### config.mk
export PLATFORM = sky130hd
export DESIGN_NAME = cfdec_top
export DESIGN_NICKNAME = d
export VERILOG_FILES = /design/src/logic/cfdec_cond.v /design/src/logic/cfdec_flag.v /design/src/logic/cfdec_top.v
export VERILOG_INCLUDE_DIRS = /design/src /design/src/logic
export SDC_FILE = /design/constraint.sdc
export NUM_CORES = 1
export LEC_CHECK = 0
export ABC_CLOCK_PERIOD_IN_PS = 9000
export BUFFER_PORTS_ARGS = -buffer_cell sky130_fd_sc_hd__buf_2
export CAP_MARGIN = 10
export CORE_AREA = 8 8 142 131
export CTS_CLUSTER_SIZE = 30
export DETAILED_ROUTE_END_ITERATION = 6
export DIE_AREA = 0 0 150 139
export PLACE_DENSITY = 0.74
export SETUP_SLACK_MARGIN = 0.02
export SKIP_LAST_GASP = 1
export SLEW_MARGIN = 25
export SYNTH_ARGS = -nofsm -noshare
export SYNTH_HDL_FRONTEND = slang
export SYNTH_SLANG_ARGS = --single-unit
### constraint.sdc
create_clock -name ref_clk -period 9 [get_ports ref_clk]
set_input_delay 0.45 -clock ref_clk [delete_from_list [all_inputs] [get_ports ref_clk]]
set_output_delay 0.45 -clock ref_clk [all_outputs]
set_load 0.01 [all_outputs]
### src/logic/cfdec_map.vh
// constants for the condition, operand field and prefix decoder
// assumes includers switch implicit nets off themselves
`ifndef CFDEC_MAP_VH
`define CFDEC_MAP_VH
// ----------------------------------------
// condition codes
// ----------------------------------------
`define CFDEC_CC_NEVER 4'h0
`define CFDEC_CC_SBELOW 4'h1
`define CFDEC_CC_SATMOST 4'h2
`define CFDEC_CC_UATMOST 4'h3
`define CFDEC_CC_PV_SET 4'h4
`define CFDEC_CC_SIGN_SET 4'h5
`define CFDEC_CC_ZERO_SET 4'h6
`define CFDEC_CC_CARRY_SET 4'h7
`define CFDEC_CC_ALWAYS 4'h8
`define CFDEC_CC_SNOTBELOW 4'h9
`define CFDEC_CC_SABOVE 4'hA
`define CFDEC_CC_UABOVE 4'hB
`define CFDEC_CC_PV_CLR 4'hC
`define CFDEC_CC_SIGN_CLR 4'hD
`define CFDEC_CC_ZERO_CLR 4'hE
`define CFDEC_CC_CARRY_CLR 4'hF
// ----------------------------------------
// register select one-hot positions
// ----------------------------------------
`define CFDEC_RS_CNT 0
`define CFDEC_RS_SEC 1
`define CFDEC_RS_MAIN 2
`define CFDEC_RS_IXF 3
`define CFDEC_RS_IXS 4
`define CFDEC_RS_STK 5
`define CFDEC_RS_AF 6
`define CFDEC_RS_W 7
`define CFDEC_PAIR_CNT 3'h0
`define CFDEC_PAIR_SEC 3'h1
`define CFDEC_PAIR_MAIN 3'h2
`define CFDEC_PAIR_IXF 3'h4
`define CFDEC_PAIR_IXS 3'h5
`define CFDEC_PAIR_SIX 3'h6
`define CFDEC_REG_ACC 3'h6
`define CFDEC_REG_LAST 3'h5
`define CFDEC_IDX_FIRST 2'h0
`define CFDEC_IDX_SECOND 2'h1
`define CFDEC_IDX_STACK 2'h2
// ----------------------------------------
// prefix ranges and address constants
// ----------------------------------------
`define CFDEC_PFX_LO 8'hE0
`define CFDEC_PFX_HI 8'hFE
`define CFDEC_SRC_A_HI 8'hE7
`define CFDEC_DST_A_LO 8'hE8
`define CFDEC_DST_A_HI 8'hEF
`define CFDEC_SRC_B_LO 8'hF0
`define CFDEC_SRC_B_HI 8'hF3
`define CFDEC_DST_B_LO 8'hF4
`define CFDEC_DST_B_HI 8'hF7
`define CFDEC_REG_LO 8'hF8
`define CFDEC_BLOCK_PFX 8'hFE
`define CFDEC_DIRECT_PAGE 8'hFF
`define CFDEC_REL_BIAS 16'h0002
// second bytes of block ops (0x58-0x5F) and conditional return (0xD0-0xDF)
`define CFDEC_BLK_TOP 5'h0B
`define CFDEC_RET_TOP 4'hD
// flag bit positions within flag_in / flag_out
`define CFDEC_FB_SIGN 7
`define CFDEC_FB_ZERO 6
`define CFDEC_FB_PV 2
`define CFDEC_FB_CARRY 0
// flag actions
`define CFDEC_FA_KEEP 3'h0
`define CFDEC_FA_ZERO 3'h1
`define CFDEC_FA_ONE 3'h2
`define CFDEC_FA_CALC 3'h3
`define CFDEC_FA_UNDEF 3'h4
// timing
`define CFDEC_STATE_NS 200
`define CFDEC_CLK_NS 40
`endif

### src/logic/cfdec_cond.v
// condition evaluator: one four-bit condition code against the flags
// assumes flags come from the same clock domain, already registered
`default_nettype none
module cfdec_cond (
  input wire [3:0] cc,
  input wire sign,
  input wire zero,
  input wire pv,
  input wire carry,
  output reg taken
);
`include "cfdec_map.vh"
  wire sx;
  assign sx = sign ^ pv;
  // ----------------------------------------
  // code table
  // ----------------------------------------
  always @* begin
    case (cc)
      `CFDEC_CC_NEVER: taken = 1'b0;
      `CFDEC_CC_SBELOW: taken = sx;
      `CFDEC_CC_SATMOST: taken = zero | sx;
      `CFDEC_CC_UATMOST: taken = carry | zero;
      `CFDEC_CC_PV_SET: taken = pv;
      `CFDEC_CC_SIGN_SET: taken = sign;
      `CFDEC_CC_ZERO_SET: taken = zero;
      `CFDEC_CC_CARRY_SET: taken = carry;
      `CFDEC_CC_ALWAYS: taken = 1'b1;
      `CFDEC_CC_SNOTBELOW: taken = ~sx;
      `CFDEC_CC_SABOVE: taken = ~(zero | sx);
      `CFDEC_CC_UABOVE: taken = ~(carry | zero);
      `CFDEC_CC_PV_CLR: taken = ~pv;
      `CFDEC_CC_SIGN_CLR: taken = ~sign;
      `CFDEC_CC_ZERO_CLR: taken = ~zero;
      `CFDEC_CC_CARRY_CLR: taken = ~carry;
      default: taken = 1'b0;
    endcase
  end
endmodule // cfdec_cond
`default_nettype wire

### src/logic/cfdec_flag.v
// one flag bit: applies the per-operation action to the held value
// assumes the action and computed value arrive together with the update strobe
`default_nettype none
module cfdec_flag (
  input wire [2:0] action,
  input wire computed,
  input wire held,
  output reg next_flag
);
`include "cfdec_map.vh"
  // undefined keeps the old value: cheapest legal choice
  always @* begin
    case (action)
      `CFDEC_FA_ZERO: next_flag = 1'b0;
      `CFDEC_FA_ONE: next_flag = 1'b1;
      `CFDEC_FA_CALC: next_flag = computed;
      `CFDEC_FA_UNDEF: next_flag = held;
      default: next_flag = held;
    endcase
  end
endmodule // cfdec_flag
`default_nettype wire

### src/logic/cfdec_top.v
// decoder top: prefix classing, operand fields, address forms, flags
// assumes fetch presents one byte per strobe and the datapath supplies
// register values; all on ref_clk
`default_nettype none
// constants first: the parameter defaults below already need them
`include "cfdec_map.vh"
module cfdec_top #(
  parameter STATE_NS = `CFDEC_STATE_NS,
  parameter CLK_NS = `CFDEC_CLK_NS
) (
  input wire ref_clk,
  input wire sys_rst,
  input wire byte_valid,
  input wire [7:0] byte_in,
  input wire [15:0] byte_addr,
  input wire [3:0] cc_in,
  input wire [7:0] flag_in,
  input wire [7:0] acc_val,
  input wire [15:0] main_pair_val,
  input wire [15:0] base_val,
  input wire [7:0] disp8,
  input wire [15:0] disp16,
  input wire [7:0] op_lo,
  input wire [7:0] op_hi,
  input wire [2:0] addr_mode,
  input wire [7:0] bit_field,
  input wire flag_upd,
  input wire [7:0] result,
  input wire [11:0] flag_act,
  input wire calc_pv,
  input wire calc_carry,
  input wire [7:0] state_count,
  input wire time_start,
  output reg cond_true,
  output reg need_second,
  output reg op_valid,
  output reg [7:0] op_first,
  output reg [7:0] op_second,
  output reg grp_src,
  output reg grp_dst,
  output reg grp_reg,
  output reg blk_or_ret,
  output reg [7:0] pair_sel,
  output reg [7:0] push_sel,
  output reg [7:0] idx_sel,
  output reg [2:0] byte_reg,
  output reg byte_is_acc,
  output reg [15:0] eff_addr,
  output reg [15:0] rel_target,
  output reg [7:0] bit_mask,
  output reg [7:0] flag_out,
  output reg time_done
);
  // ----------------------------------------
  // timing
  // ----------------------------------------
  // whole clocks per state; a clock that does not divide the state rounds down
  localparam integer CYC_INT = STATE_NS / CLK_NS;
  localparam [7:0] CYC_PER_STATE = CYC_INT[7:0]; // five at 25 MHz
  // prefix sequencer states, one-hot
  localparam ST_IDLE = 3'b001;
  localparam ST_SECOND = 3'b010;
  localparam ST_DONE = 3'b100;
  // address form select codes
  localparam [2:0] AM_DIRECT = 3'h0;
  localparam [2:0] AM_REGIDX = 3'h1;
  localparam [2:0] AM_INDEX = 3'h2;
  localparam [2:0] AM_EXTEND = 3'h3;
  localparam [2:0] AM_INDIRECT = 3'h4;
  localparam [2:0] AM_REL8 = 3'h5;
  localparam [2:0] AM_REL16 = 3'h6;

  // sequencer and decode working values
  reg [2:0] state;
  reg [2:0] next_state;
  reg [7:0] first_byte;
  reg pfx;
  reg [7:0] pair_dec;
  reg [7:0] push_dec;
  reg [7:0] idx_dec;
  reg [15:0] next_addr;
  reg [15:0] next_rel;
  reg [7:0] state_left;
  reg [7:0] cyc_left;
  wire taken;
  wire [7:0] next_flags;
  wire res_zero;
  wire [15:0] d8_ext;
  wire [15:0] acc_ext;

  // ----------------------------------------
  // condition evaluator
  // ----------------------------------------
  cfdec_cond u_cond (
    .cc(cc_in),
    .sign(flag_in[`CFDEC_FB_SIGN]),
    .zero(flag_in[`CFDEC_FB_ZERO]),
    .pv(flag_in[`CFDEC_FB_PV]),
    .carry(flag_in[`CFDEC_FB_CARRY]),
    .taken(taken)
  );

  // ----------------------------------------
  // flag update, four tracked flags
  // ----------------------------------------
  // all-zero test feeds the zero flag
  assign res_zero = (result == 8'h00);
  cfdec_flag u_sign (
    .action(flag_act[11:9]),
    .computed(result[7]),
    .held(flag_in[`CFDEC_FB_SIGN]),
    .next_flag(next_flags[`CFDEC_FB_SIGN])
  );
  cfdec_flag u_zero (
    .action(flag_act[8:6]),
    .computed(res_zero),
    .held(flag_in[`CFDEC_FB_ZERO]),
    .next_flag(next_flags[`CFDEC_FB_ZERO])
  );
  cfdec_flag u_pv (
    .action(flag_act[5:3]),
    .computed(calc_pv),
    .held(flag_in[`CFDEC_FB_PV]),
    .next_flag(next_flags[`CFDEC_FB_PV])
  );
  cfdec_flag u_carry (
    .action(flag_act[2:0]),
    .computed(calc_carry),
    .held(flag_in[`CFDEC_FB_CARRY]),
    .next_flag(next_flags[`CFDEC_FB_CARRY])
  );
  // untracked flags pass through unchanged
  assign next_flags[5:3] = flag_in[5:3];
  assign next_flags[1] = flag_in[1];

  // ----------------------------------------
  // operand field decode
  // ----------------------------------------
  // codes 3 and 7 have no pair: all-zero select
  always @* begin
    pair_dec = 8'h00;
    case (op_first[2:0])
      `CFDEC_PAIR_CNT: pair_dec[`CFDEC_RS_CNT] = 1'b1;
      `CFDEC_PAIR_SEC: pair_dec[`CFDEC_RS_SEC] = 1'b1;
      `CFDEC_PAIR_MAIN: pair_dec[`CFDEC_RS_MAIN] = 1'b1;
      `CFDEC_PAIR_IXF: pair_dec[`CFDEC_RS_IXF] = 1'b1;
      `CFDEC_PAIR_IXS: pair_dec[`CFDEC_RS_IXS] = 1'b1;
      `CFDEC_PAIR_SIX: pair_dec[`CFDEC_RS_STK] = 1'b1;
      default: pair_dec = 8'h00;
    endcase
    push_dec = pair_dec;
    if (op_first[2:0] == `CFDEC_PAIR_SIX) begin
      push_dec = 8'h00;
      push_dec[`CFDEC_RS_AF] = 1'b1;
    end
    idx_dec = 8'h00;
    case (op_first[1:0])
      `CFDEC_IDX_FIRST: idx_dec[`CFDEC_RS_IXF] = 1'b1;
      `CFDEC_IDX_SECOND: idx_dec[`CFDEC_RS_IXS] = 1'b1;
      `CFDEC_IDX_STACK: idx_dec[`CFDEC_RS_STK] = 1'b1;
      default: idx_dec = 8'h00;
    endcase
  end

  // ----------------------------------------
  // address forms
  // ----------------------------------------
  // sign extension of the signed byte fields
  assign d8_ext = {{8{disp8[7]}}, disp8};
  assign acc_ext = {{8{acc_val[7]}}, acc_val};
  // effective address and relative target, recomputed every cycle
  always @* begin
    case (addr_mode)
      AM_DIRECT: next_addr = {`CFDEC_DIRECT_PAGE, op_lo};
      AM_REGIDX: next_addr = main_pair_val + acc_ext;
      AM_INDEX: next_addr = base_val + d8_ext;
      AM_EXTEND: next_addr = {op_hi, op_lo};
      AM_INDIRECT: next_addr = base_val;
      default: next_addr = base_val;
    endcase
    // wraps modulo 64K like the program counter
    if (addr_mode == AM_REL16) begin
      next_rel = byte_addr + `CFDEC_REL_BIAS + disp16;
    end else begin
      next_rel = byte_addr + `CFDEC_REL_BIAS + d8_ext;
    end
  end

  // ----------------------------------------
  // prefix sequencing
  // ----------------------------------------
  // prefix test and next sequencer state
  always @* begin
    pfx = (byte_in >= `CFDEC_PFX_LO) && (byte_in <= `CFDEC_PFX_HI);
    next_state = state;
    case (state)
      ST_IDLE: begin
        if (byte_valid) begin
          next_state = pfx ? ST_SECOND : ST_DONE;
        end
      end
      ST_SECOND: begin
        if (byte_valid) begin
          next_state = ST_DONE;
        end
      end
      ST_DONE: begin
        next_state = byte_valid ? (pfx ? ST_SECOND : ST_DONE) : ST_IDLE;
      end
      default: next_state = ST_IDLE;
    endcase
  end

  // byte capture; a one-byte opcode clears the classes of the last prefix
  always @(posedge ref_clk or posedge sys_rst) begin
    if (sys_rst) begin
      state <= ST_IDLE;
      first_byte <= 8'h00;
      op_valid <= 1'b0;
      op_first <= 8'h00;
      op_second <= 8'h00;
      need_second <= 1'b0;
      grp_src <= 1'b0;
      grp_dst <= 1'b0;
      grp_reg <= 1'b0;
      blk_or_ret <= 1'b0;
    end else begin
      state <= next_state;
      op_valid <= 1'b0;
      if (byte_valid && state != ST_SECOND) begin
        first_byte <= byte_in;
        need_second <= pfx;
        if (!pfx) begin
          op_first <= byte_in;
          op_second <= 8'h00;
          op_valid <= 1'b1;
          grp_src <= 1'b0;
          grp_dst <= 1'b0;
          grp_reg <= 1'b0;
          blk_or_ret <= 1'b0;
        end
      end else if (byte_valid) begin
        // operation resolves only once the second byte is in
        need_second <= 1'b0;
        op_first <= first_byte;
        op_second <= byte_in;
        op_valid <= 1'b1;
        grp_src <= (first_byte <= `CFDEC_SRC_A_HI) ||
          (first_byte >= `CFDEC_SRC_B_LO && first_byte <= `CFDEC_SRC_B_HI);
        grp_dst <= (first_byte >= `CFDEC_DST_A_LO && first_byte <= `CFDEC_DST_A_HI) ||
          (first_byte >= `CFDEC_DST_B_LO && first_byte <= `CFDEC_DST_B_HI);
        grp_reg <= (first_byte >= `CFDEC_REG_LO);
        blk_or_ret <= (first_byte == `CFDEC_BLOCK_PFX) &&
          ((byte_in[7:3] == `CFDEC_BLK_TOP) || (byte_in[7:4] == `CFDEC_RET_TOP));
      end
    end
  end

  // ----------------------------------------
  // registered operand, address and flag outputs
  // ----------------------------------------
  // outputs follow their inputs one clock later
  always @(posedge ref_clk or posedge sys_rst) begin
    if (sys_rst) begin
      cond_true <= 1'b0;
      pair_sel <= 8'h00;
      push_sel <= 8'h00;
      idx_sel <= 8'h00;
      byte_reg <= 3'h0;
      byte_is_acc <= 1'b0;
      eff_addr <= 16'h0000;
      rel_target <= 16'h0000;
      bit_mask <= 8'h00;
      flag_out <= 8'h00;
    end else begin
      cond_true <= taken;
      pair_sel <= pair_dec;
      push_sel <= push_dec;
      idx_sel <= idx_dec;
      byte_reg <= op_first[2:0];
      byte_is_acc <= (op_first[2:0] == `CFDEC_REG_ACC);
      eff_addr <= next_addr;
      rel_target <= next_rel;
      bit_mask <= 8'h01 << bit_field[2:0];
      if (flag_upd) begin
        flag_out <= next_flags;
      end else begin
        flag_out <= flag_in;
      end
    end
  end

  // ----------------------------------------
  // state timer: counts states of CYC_PER_STATE clocks
  // ----------------------------------------
  // a new start restarts the count, even in the middle of one
  always @(posedge ref_clk or posedge sys_rst) begin
    if (sys_rst) begin
      state_left <= 8'h00;
      cyc_left <= 8'h00;
      time_done <= 1'b0;
    end else begin
      time_done <= 1'b0;
      if (time_start) begin
        state_left <= state_count;
        cyc_left <= CYC_PER_STATE - 8'h01;
      end else if (state_left != 8'h00) begin
        if (cyc_left == 8'h00) begin
          cyc_left <= CYC_PER_STATE - 8'h01;
          state_left <= state_left - 8'h01;
          time_done <= (state_left == 8'h01);
        end else begin
          cyc_left <= cyc_left - 8'h01;
        end
      end
    end
  end
endmodule // cfdec_top
`default_nettype wire

Word-level counts from Yosys, hierarchy flattened
Index checks and enable logic that the tools add are counted.

Add/subtract/negate cells: 7. Magnitude comparators: 10. Equality and inequality tests: 49. Shifts and indexed selects: 1. Muxes and demuxes: 52. Bitwise logic cells: 10. Reduce and logical (&&, ||, !) cells: 22.

Operators with widths (number): $mux 8 (13); $add 16x16->16 (4); $pmux 16 s4 (1); $ge 8x8->1 const B (5); $le 8x8->1 const B (5); $eq 3x2->1 const B (12); $eq 4x4->1 const B (9); $mux 1 (26); $eq 3x1->1 const B (7); $add 16x2->16 const B (1); $eq 4x3->1 const B (4); $logic_not 8->1 (2); $mux 16 (1); $pmux 1 s16 (1); $sub 8x1->8 const B (2); $eq 3x3->1 const B (5); $mux 3 (4); $pmux 1 s3 (4); $pmux 3 s3 (1); $eq 4x2->1 const B (2); $eq 8x1->1 const B (1); $eq 8x8->1 const B (1); $reduce_bool 8->1 (1); $shl 1x3->8 const A (1); other kinds (17) (38).

Bits in registers: 120.

Depth between registers and ports, before layout
Gate-level depths: netlist (run 1).

Depth in word-level cells: 5. Mapped depth: 17. Depth with buffers taken out: 15.

Modules after synthesis
Synthesis (run 1) repeated with hierarchy kept, for this count alone.

Cell total of the unflattened synthesis: 811. Area total of the unflattened synthesis: 7534.7 um2.

By module, submodules not included: cfdec_top (instances 1, cells each 776, area an instance 7285.7 um2); cfdec_cond (instances 1, cells each 19, area an instance 143.9 um2); cfdec_flag (instances 4, cells each 4, area an instance 26.3 um2).

Worst setup path after synthesis (run 1)
No wires, ideal clock.

Kind: in2reg. From: input addr_mode[2]. To: register rel_target[14]. Setup time: 99 ps. Data arrival time: 3277 ps. Data required time: 8901 ps. Path slack: 5624 ps. Cell stages on the path: 16. Buffers on the path: 2. Cells stage by stage: clkbuf_1 > inv_1 > nor2_1 > clkbuf_1 > nand2_1 > nand2_1 > ha_1 > inv_1 > fa_1 > nor2b_1 > o21ai_0 > a21boi_0 > o211ai_1 > a21oi_1 > nor3_1 > a311oi_1.

Cells in the longest elaborated chain, start to end: 2.

Ends and longest elaborated chain: from (decl) (line cfdec_top.v:25) `input wire [2:0] addr_mode,`; $eq 3x3->1 (line cfdec_top.v:182) `if (addr_mode == AM_REL16) begin`; $mux 16 (line cfdec_top.v:182); named net next_rel[14] (line cfdec_top.v:82) `reg [15:0] next_rel;`; to (signal assigned) (line cfdec_top.v:283) `rel_target <= next_rel;`; to (decl) (line cfdec_top.v:49) `output reg [15:0] rel_target,`.

The timed path passes the listed nets, and every way through them passes these cells. A chain may end at the register's enable or synchronous reset.

Final worst setup path (run 1)
From: input addr_mode[0]. To: register rel_target[14].

Same word-level chain as after synthesis.

==> results of run 1 <==
## cell usage after synthesis (13+ instances only)
cell type and instances:
ha_1 51, clkbuf_1 16, nand3_1 18, nand2_1 104
buf_4 13, o21ai_0 59, a21oi_1 49, nor3_1 16
nor2b_1 15, xnor2_1 39, a21o_1 17, xor2_1 21
nor2_1 54, inv_1 22, mux2_2 20, dfrtp_1 113
## where the power goes
part / switching, mW / internal (mW) / total (mW)
logic: 0.269 / 0.218 / 0.487
clock network: 0.238 / 0.435 / 0.673
registers: 0.0469 / 0.591 / 0.638
## worst paths after layout
path | slack, ps | to | cells after the start
setup / recovery | 5270 | rel_target[14]$_DFF_PP0_ | 17
min in group ref_clk | 150 | flag_out[1]$_DFF_PP0_ | 1
setup reg to reg | 6510 | state_left[4]$_DFFE_PP0P_ | 7
hold / removal | 140 | flag_out[1]$_DFF_PP0_ | 2
hold reg to reg | 480 | grp_reg$_DFFE_PP0P_ | 2
max in group asynchronous | 7630 | byte_reg[1]$_DFF_PP0_ | 3
## logic make-up (layout without fill, tap and decap cells)
kind of cell             after synthesis  count (layout)  share of synthesized area [%]
XOR/XNOR                              60              60                           7.24
multiplexers                          26              26                           4.10
buffers and inverters                 55             305                           3.51
adder cells (fa/ha/maj)               54              54                           9.61
AND/OR/NAND/NOR                      271             271                           18.0
other                                  1              11                         0.0516
AO/OA/AOI/OAI                        208             208                           18.2
flip-flops                           114             114                           39.3
## worst register-to-register path: stages (launching register included)
cell and delay, ps:
dfrtp_1 430, or4_4 540, or4b_4 520, a21oi_4 210, nand2_2 110, or3_1 330, xor2_1 150, o21ai_1 70
## cell type report
type,instances,area (sq um),area share [%]
tap,211,264,2.85
clock inverter,13,161,1.75
clock buffer,19,433,4.68
sequential,114,2850,30.9
inverter,23,88.8,0.961
timing repair buffer,250,1260,13.6
multi-input combinational,628,4180,45.2
antenna,2,5.00,0.0541
## metal layers
metal	global-route usage, %	routed length (microns)	up-vias
li1	-	-	3295
met1	24.5	8830	3016
met2	30.9	9530	231
met3	4.96	1440	46
met4	8.20	556	0
met5	0	0	-
==> results.txt, run 1 <==
Initial antenna violation count -> 2
Worst Hold Class -> input port to asynchronous set/reset pin
DR iter-0 viols -> 376
Most common cell after layout, fill and taps aside -> buf_2
Layout net count -> 1,250
Placement Rows -> 45
Type of the worst setup path -> input port to flip-flop
Root Driver -> clkbuf_16
Final Non-Filler Cells -> 1,260
Syn. warnings -> 0
Yosys reg bits -> 114
Top achievable clock speed -> 0.268 GHz
Die area -> 20,900 sq um
Post-Syn Area -> 7260 sq um
Share of layout cells above drive strength 1 -> 29.9%
Endpoints failing hold -> 0
Maximum VDD drop -> 133 uV
Clock Sinks -> 114
Outcome -> finished clean
Largest net degree at the start of global routing -> 64
CP top delay family -> compound AO/OA/AOI/OAI gates
Gr usage total -> 19.4%
CTS Hold Bufs -> 0
Setup TNS -> 0 ps
Final Cycle Share -> 41.4%
Prevailing post-synth register cell -> dfrtp_1
PortBufs -> 247
Clk slew on worst S/H paths -> 60 ps
RR Startpoint -> cyc_left[3]$_DFFE_PP0P_
Total routed wirelength -> 20.4 mm
Die width -> 150 microns
# placed instances -> 1,226
Most frequent cells in the layout -> 247 x buf_2, 113 x dfrtp_1, 104 x nand2_1
Worst-margin pin slew -> 792 ps
Slowest-stage cell, CP -> buf_2
Placed Area -> 8650 sq um
Arrival time at the worst endpoint -> 4040 ps
Clk Latency, worst-skew pair -> 410 ps
Final Setup Violations -> 0
DRC -> 0
Io pins -> 262
Global-route wire length before repair -> 33.0 mm
GR Overflow Total -> 0
Final number of max-transition violations -> 0
Worst EP required -> 9310 ps
Initial DRT Pass Iterations -> 5
Syn Inst Count -> 789
Die Ht -> 139 microns
Top flop regs -> eff_addr x16, rel_target x16
Routed Antenna Nets -> 0
CP Cell Sequence -> buf_2 > clkinv_1 > nand2_1 > nor2_1 > buf_4 > nand2_1 > nand2_1 > ha_1 > inv_1 > fa_1 > nor2b_1 > o21ai_0 > a21boi_0 > o211ai_1 > a21oi_1 > o311a_1 > a311oi_1
Initial Util -> 44.5%
Core area -> 16,300 sq um
Hold WS -> 140 ps
Fin util -> 56.6%
Number of synthesized flops with an enable pin -> 0
WL per Instance -> 16.2 microns
RSZ-0062 raised after global routing -> false
Place WS -> 4900 ps
Area growth from synthesis to layout -> 27.3%
CTS resizes -> 0
Critical Path End Type -> flip-flop
TritonCTS clock tree -> yes
PwrDens -> 194 nW/um^2
Clock Skew -> 7.37 ps
Area leader, netlist -> dfrtp_1
Final total power -> 1.80 mW
Largest stage delay, worst path -> 500 ps
Crit path top cell by count -> nand2_1
Minimum clock period -> 3730 ps
Syn Area/Cell -> 9.20 sq um
Vias post-DR -> 6,588
Fraction of registers with async set/reset -> 100%
WP buf/inv -> 4
Synth unique cells -> 66
Worst setup startpoint -> addr_mode[0]
# fillers -> 1,512
Vias per inst -> 5.23
Critical Path Source Type -> input port
Num CTS Buffers -> 17
Design area -> 9250 sq um
Setup bufs post-CTS -> 0
Area share of the leading cell type in the synthesized netlist -> 38.9%
Synth area leaders -> dfrtp_1 39%, ha_1 8.8%, nand2_1 5.4%
Post-DP HPWL -> 16.1 mm
Slew headroom -> 47.0%
Post-synthesis sequential area ratio -> 39.3%
Vias in the first global route -> 6,608
Static Leak -> 4.57 nW
Max FO, Critical Path -> 36
Clock Path Buffers -> 2
Final setup margin -> 5270 ps
Clock H-tree levels -> 4
RePlAce Congestion -> 0.883
Max-cap viol count -> 0
No activity file was read; power rests on OpenSTA's default activity.
==> run 2: changes to the inputs <==
--- a/config.mk
+++ b/config.mk
@@ -6,7 +6,7 @@
 export SDC_FILE = /design/constraint.sdc
 export NUM_CORES = 1
 export LEC_CHECK = 0
-export ABC_CLOCK_PERIOD_IN_PS = 9000
+export ABC_CLOCK_PERIOD_IN_PS = 3500
 export BUFFER_PORTS_ARGS = -buffer_cell sky130_fd_sc_hd__buf_2
 export CAP_MARGIN = 10
 export CORE_AREA = 8 8 142 131
==> constraint.sdc (replaced) <==
create_clock -name ref_clk -period 3.5 [get_ports ref_clk]
set_input_delay 0.175 -clock ref_clk [delete_from_list [all_inputs] [get_ports ref_clk]]
set_output_delay 0.175 -clock ref_clk [all_outputs]
set_load 0.01 [all_outputs]
==> run 2 against run 1 <==
Net effect:
- core utilization grew 1.8 points
- largest cell class unchanged
- clock skew up 4.5 ps
- critical path depth down 4
- sequential power grew to 2.6 times the previous value
- critical endpoint is now rel_target[15]$_DFF_PP0_
- combinational power increased to 2.6 times the previous value
- via count up 1.6%
==> results.txt, run 2 (synthesized netlist as in run 1, its figures left out) <==
Clock Sinks -> 114 (unchanged)
Arrival time at the worst endpoint -> 3040 ps (-1000 ps)
Design area -> 9550 sq um (+3.3%)
R2r endpoint -> state_left[4]$_DFFE_PP0P_
Reg2reg path depth -> 7 (unchanged)
Max FO, Critical Path -> 9 (-75%)
Critical Path End Type -> flip-flop
Worst setup startpoint -> addr_mode[0]
Final number of max-transition violations -> 0 (unchanged)
Clock H-tree levels -> 4 (unchanged)
Total routed wirelength -> 20.7 mm (+1.6%)
Largest net degree at the start of global routing -> 78 (+22%)
TritonCTS clock tree -> yes
Minimum clock period -> 2710 ps
Clk Latency, worst-skew pair -> 410 ps (about the same)
Post-DP HPWL -> 16.4 mm (+1.6%)
PwrDens -> 484 nW/um^2 (+150%)
Area growth from synthesis to layout -> 31.5%
Vias in the first global route -> 6,649 (+0.62%)
Io pins -> 262 (unchanged)
Type of the worst setup path -> input port to flip-flop
Place WS -> 449 ps (-4450 ps)
Setup crit end -> rel_target[15]$_DFF_PP0_
Clock Path Buffers -> 2 (unchanged)
Final total power -> 4.62 mW (+160%)
CTS resizes -> 0 (unchanged)
Core area -> 16,300 sq um (unchanged)
Worst-margin pin slew -> 821 ps (+28.9 ps)
Clk slew on worst S/H paths -> 50 ps (about the same)
Final Non-Filler Cells -> 1,291 (+2.5%)
Critical Path Source Type -> input port
RSZ-0062 raised after global routing -> false
Gr usage total -> 19.4% (-0.058 points)
Share of layout cells above drive strength 1 -> 29.6% (-0.33 points)
Slew headroom -> 45.1% (-1.9 points)
Die Ht -> 139 microns (unchanged)
Worst Hold Launch -> byte_in[0]
Final setup margin -> 787 ps (-4480 ps)
GR Overflow Total -> 0 (unchanged)
WP depth -> 13 (-4)
Outcome -> finished clean
Die area -> 20,900 sq um (unchanged)
CP top delay family -> simple AND/OR/NAND/NOR gates
WL per Instance -> 16.0 microns (-0.80%)
Setup bufs post-CTS -> 0 (unchanged)
Final Setup Violations -> 0 (unchanged)
Num CTS Buffers -> 17 (unchanged)
Hold WS -> 19.5 ps (-121 ps)
CTS Hold Bufs -> 24 (+24)
Placement Rows -> 45 (unchanged)
Most frequent cells in the layout -> 247 x buf_2, 113 x dfrtp_1, 104 x nand2_1
Top flop regs -> eff_addr x16, rel_target x16
Placed Area -> 8700 sq um (+0.61%)
Max-cap viol count -> 0 (unchanged)
Layout net count -> 1,282 (+2.6%)
Fin util -> 58.5% (+1.8 points)
DRC -> 0 (unchanged)
Largest stage delay, worst path -> 370 ps (-130 ps)
Slowest-stage cell, CP -> a211oi_1
Most common cell after layout, fill and taps aside -> buf_2
Static Leak -> 4.72 nW (+3.1%)
Die width -> 150 microns (unchanged)
Setup TNS -> 0 ps (unchanged)
Maximum VDD drop -> 459 uV (+250%)
Routed Antenna Nets -> 0 (unchanged)
Endpoints failing hold -> 0 (unchanged)
Vias post-DR -> 6,693 (+1.6%)
Clock Skew -> 11.9 ps (+4.48 ps)
Final Cycle Share -> 77.5%
Vias per inst -> 5.18 (-0.85%)
CP Cell Sequence -> buf_2 > nor2b_1 > nand2_1 > and2_1 > a21o_1 > ha_1 > a21oi_1 > nor2b_1 > and2_1 > a211oi_1 > o21ai_0 > a21oi_1 > xnor2_1
Worst EP required -> 3830 ps (-5480 ps)
Global-route wire length before repair -> 32.8 mm (-0.61%)
PortBufs -> 247 (unchanged)
WP buf/inv -> 1 (-3)
RePlAce Congestion -> 0.932 (+5.5%)
# placed instances -> 1,233 (+0.57%)
Initial Util -> 44.5% (unchanged)
Flop2flop setup slack -> 1030 ps (-5480 ps)
Initial antenna violation count -> 1 (-1)
DR iter-0 viols -> 345 (-8.2%)
Worst Hold Class -> input port to flip-flop
Initial DRT Pass Iterations -> 5 (unchanged)
Root Driver -> clkbuf_16
RR Startpoint -> cyc_left[2]$_DFFE_PP0P_
Top achievable clock speed -> 0.369 GHz
[run 2: routing by layer]
metal	GRT usage [%]	wire (microns)	part of all wire [%]
met4	7.94	528	2.6
met3	4.40	1260	6.1
met2	31.9	9790	47
met5	0	0	0
met1	23.9	9100	44
[run 2: cell type report]
class / instances / area, sq um
Antenna cell: 1 / 2.50
Clock inverter: 8 / 101
Sequential cell: 114 / 2850
Clock buffer: 24 / 492
Fill cell: 1467 / 6780
Timing Repair Buffer: 282 / 1560
Tap cell: 211 / 264
Inverter: 23 / 91.3
Multi-Input combinational cell: 628 / 4180
[run 2: worst reg2reg max path, delay by kind of cell, from the launching register on]
kind                      cells  cell delay (ps)
AOI/OAI and AO/OA             2              340
xor gates and xnor gates      1              150
DFF                           1              410
and+or+nand+nor               4             1510
[run 2: worst min path at each step]
stage,to,slack (ps),cells past startpoint
after global routing,eff_addr[14]$_DFF_PP0_,9,2
final,op_second[0]$_DFFE_PP0P_,20,2
after global placement,flag_out[5]$_DFF_PP0_,280,1
after floorplan,flag_out[1]$_DFF_PP0_,210,0
after CTS,op_second[0]$_DFFE_PP0P_,1,2
after detailed placement,flag_out[4]$_DFF_PP0_,280,1
[run 2: where the power goes]
part | switching [mW] | internal [mW] | leakage [nW]
logic | 0.698 | 0.584 | 3.03
clock network | 0.577 | 1.12 | 0.282
registers | 0.119 | 1.52 | 1.40
==> run 3: changes to the inputs <==
--- a/config.mk
+++ b/config.mk
@@ -6,7 +6,7 @@
 export SDC_FILE = /design/constraint.sdc
 export NUM_CORES = 1
 export LEC_CHECK = 0
-export ABC_CLOCK_PERIOD_IN_PS = 3500
+export ABC_CLOCK_PERIOD_IN_PS = 2800
 export BUFFER_PORTS_ARGS = -buffer_cell sky130_fd_sc_hd__buf_2
 export CAP_MARGIN = 10
 export CORE_AREA = 8 8 142 131
==> constraint.sdc (replaced) <==
create_clock -name ref_clk -period 2.8 [get_ports ref_clk]
set_input_delay 0.14 -clock ref_clk [delete_from_list [all_inputs] [get_ports ref_clk]]
set_output_delay 0.14 -clock ref_clk [all_outputs]
set_load 0.01 [all_outputs]
==> run 3 against run 2 <==
Net effect:
- routed wire length rose by 1.5%
- worst hold slack worse by 8.8 ps
- global-route usage increased by 0.53 points
- clock-buffer cell count shrank 6
==> results.txt, run 3 (synthesized netlist as in run 1, its figures left out) <==
Worst-margin pin slew -> 612 ps (-209 ps)
WL per Instance -> 15.9 microns (-0.61%)
Die Ht -> 139 microns (unchanged)
Vias per inst -> 5.18 (-0.10%)
Vias in the first global route -> 6,776 (+1.9%)
Clock Skew -> 7.44 ps (-4.41 ps)
Maximum VDD drop -> 475 uV (+3.5%)
Gr usage total -> 19.9% (+0.53 points)
Initial Util -> 44.5% (unchanged)
# fillers -> 1,444 (-1.6%)
Final Cycle Share -> 91.0%
Clk slew on worst S/H paths -> 50 ps (about the same)
Core area -> 16,300 sq um (unchanged)
Static Leak -> 4.83 nW (+2.5%)
Clk Latency, worst-skew pair -> 410 ps (about the same)
Total routed wirelength -> 21.0 mm (+1.5%)
Clock H-tree levels -> 4 (unchanged)
Max FO, Critical Path -> 4 (-5)
PwrDens -> 593 nW/um^2 (+23%)
Type of the worst setup path -> input port to flip-flop
Critical Path End Type -> flip-flop
Largest net degree at the start of global routing -> 115 (+47%)
Worst Hold Class -> input port to flip-flop
Setup TNS -> 0 ps (unchanged)
Max-cap viol count -> 0 (unchanged)
Critical Path Source Type -> input port
RSZ-0062 raised after global routing -> false
CTS resizes -> 0 (unchanged)
Routed Antenna Nets -> 0 (unchanged)
Placement Rows -> 45 (unchanged)
# placed instances -> 1,242 (+0.73%)
Final Setup Violations -> 0 (unchanged)
Io pins -> 262 (unchanged)
CTS Hold Bufs -> 43 (+79%)
RePlAce Congestion -> 0.930 (-0.15%)
Slew headroom -> 59.2% (+14 points)
Initial antenna violation count -> 3 (+2)
Multi-input gate area -> 4190 sq um (+0.18%)
Most frequent cells in the layout -> 247 x buf_2, 113 x dfrtp_1, 104 x nand2_1
Area growth from synthesis to layout -> 35.2%
Post-DP HPWL -> 16.4 mm (+0.28%)
Root Driver -> clkbuf_16
Minimum clock period -> 2550 ps
Die area -> 20,900 sq um (unchanged)
GR Overflow Total -> 0 (unchanged)
Vias post-DR -> 6,831 (+2.1%)
Final number of max-transition violations -> 0 (unchanged)
Final Non-Filler Cells -> 1,319 (+2.2%)
Arrival time at the worst endpoint -> 2870 ps (-170 ps)
PortBufs -> 247 (unchanged)
Endpoints failing hold -> 0 (unchanged)
Die width -> 150 microns (unchanged)
Initial DRT Pass Iterations -> 5 (unchanged)
Layout net count -> 1,309 (+2.1%)
Num CTS Buffers -> 17 (unchanged)
DRC -> 0 (unchanged)
Sequential Area -> 2850 sq um (unchanged)
DR iter-0 viols -> 330 (-4.3%)
Outcome -> finished clean
Most common cell after layout, fill and taps aside -> buf_2
TritonCTS clock tree -> yes
Clock Path Buffers -> 2 (unchanged)
Setup bufs post-CTS -> 0 (unchanged)
Global-route wire length before repair -> 33.8 mm (+3.1%)
Top achievable clock speed -> 0.392 GHz
Clock Sinks -> 114 (unchanged)
Share of layout cells above drive strength 1 -> 30.0% (+0.45 points)
Top flop regs -> eff_addr x16, rel_target x16
Worst EP required -> 3120 ps (-710 ps)
## run 3: cell types whose count changed in the layout (fill, tap and decap cells not counted), sizes merged
cell	previous run	this run
dlygate4sd3	25	43
diode	1	2
clkbuf	24	18
inv	22	24
clkinvlp	3	5
clkinv	4	6
buf	257	266
## run 3: final timing paths
check	depth (start not counted)	slack, ps	startpoint	end
min in group asynchronous	4	450	sys_rst	op_second[5]$_DFFE_PP0P_
max in group asynchronous	4	1860	sys_rst	eff_addr[5]$_DFF_PP0_
max reg2reg	7	340	cyc_left[3]$_DFFE_PP0P_	state_left[6]$_DFFE_PP0P_
max	10	250	base_val[2]	eff_addr[15]$_DFF_PP0_
min	3	10	base_val[4]	eff_addr[4]$_DFF_PP0_
min reg2reg	2	480	grp_reg$_DFFE_PP0P_	grp_reg$_DFFE_PP0P_
## run 3: metrics by stage
| step | utilization (%) | power (mW) | hold WS (ps) | area, sq um | setup slack [ps] |
|---|---|---|---|---|---|
| 2_1_floorplan | - | 3.10 | 171 | 7310 | 32.7 |
| 3_3_place_gp | 53.8 | 3.64 | 251 | 8790 | 137 |
| 3_5_place_dp | 53.8 | 3.66 | 250 | 8790 | 27.0 |
| 4_1_cts | 60.1 | 5.87 | 1.29 | 9810 | 291 |
| 5_1_grt | 60.1 | 6.15 | 16.0 | 9820 | 77.1 |
| 6_report | 60.1 | 5.82 | 10.8 | 9820 | 252 |
## run 3: critical path, cell delays in order
cell and delay [ps]:
dlygate4sd3_1 560, buf_2 140, ha_1 340, o21ai_0 230
o21bai_1 120, a211o_1 340, a31oi_1 280, mux2i_1 150
or4_1 470, o2111ai_1 90
## run 3: power by group
group	internal [mW]	switching, mW	total [mW]
clock	1.34	0.787	2.13
sequential	1.90	0.149	2.05
combinational	0.762	0.883	1.65
total	4.00	1.82	5.82
## run 3: cell type report
cell class	count	area share, %
flip-flops and latches	114	29.1
clock inverters	14	1.55
well taps	211	2.69
repair buffers	309	18.6
diodes	2	0.0510
multi-input cells	628	42.7
inverters	23	0.918
clock buffers	18	4.47
## run 3: metal layers
| metal | global-route usage [%] | vias to the layer above | share of wire [%] |
|---|---|---|---|
| li1 | - | 3423 | - |
| met1 | 25.0 | 3128 | 43 |
| met2 | 32.1 | 243 | 47 |
| met3 | 4.89 | 35 | 7.1 |
| met4 | 7.78 | 2 | 2.2 |
| met5 | 0 | - | 0.062 |
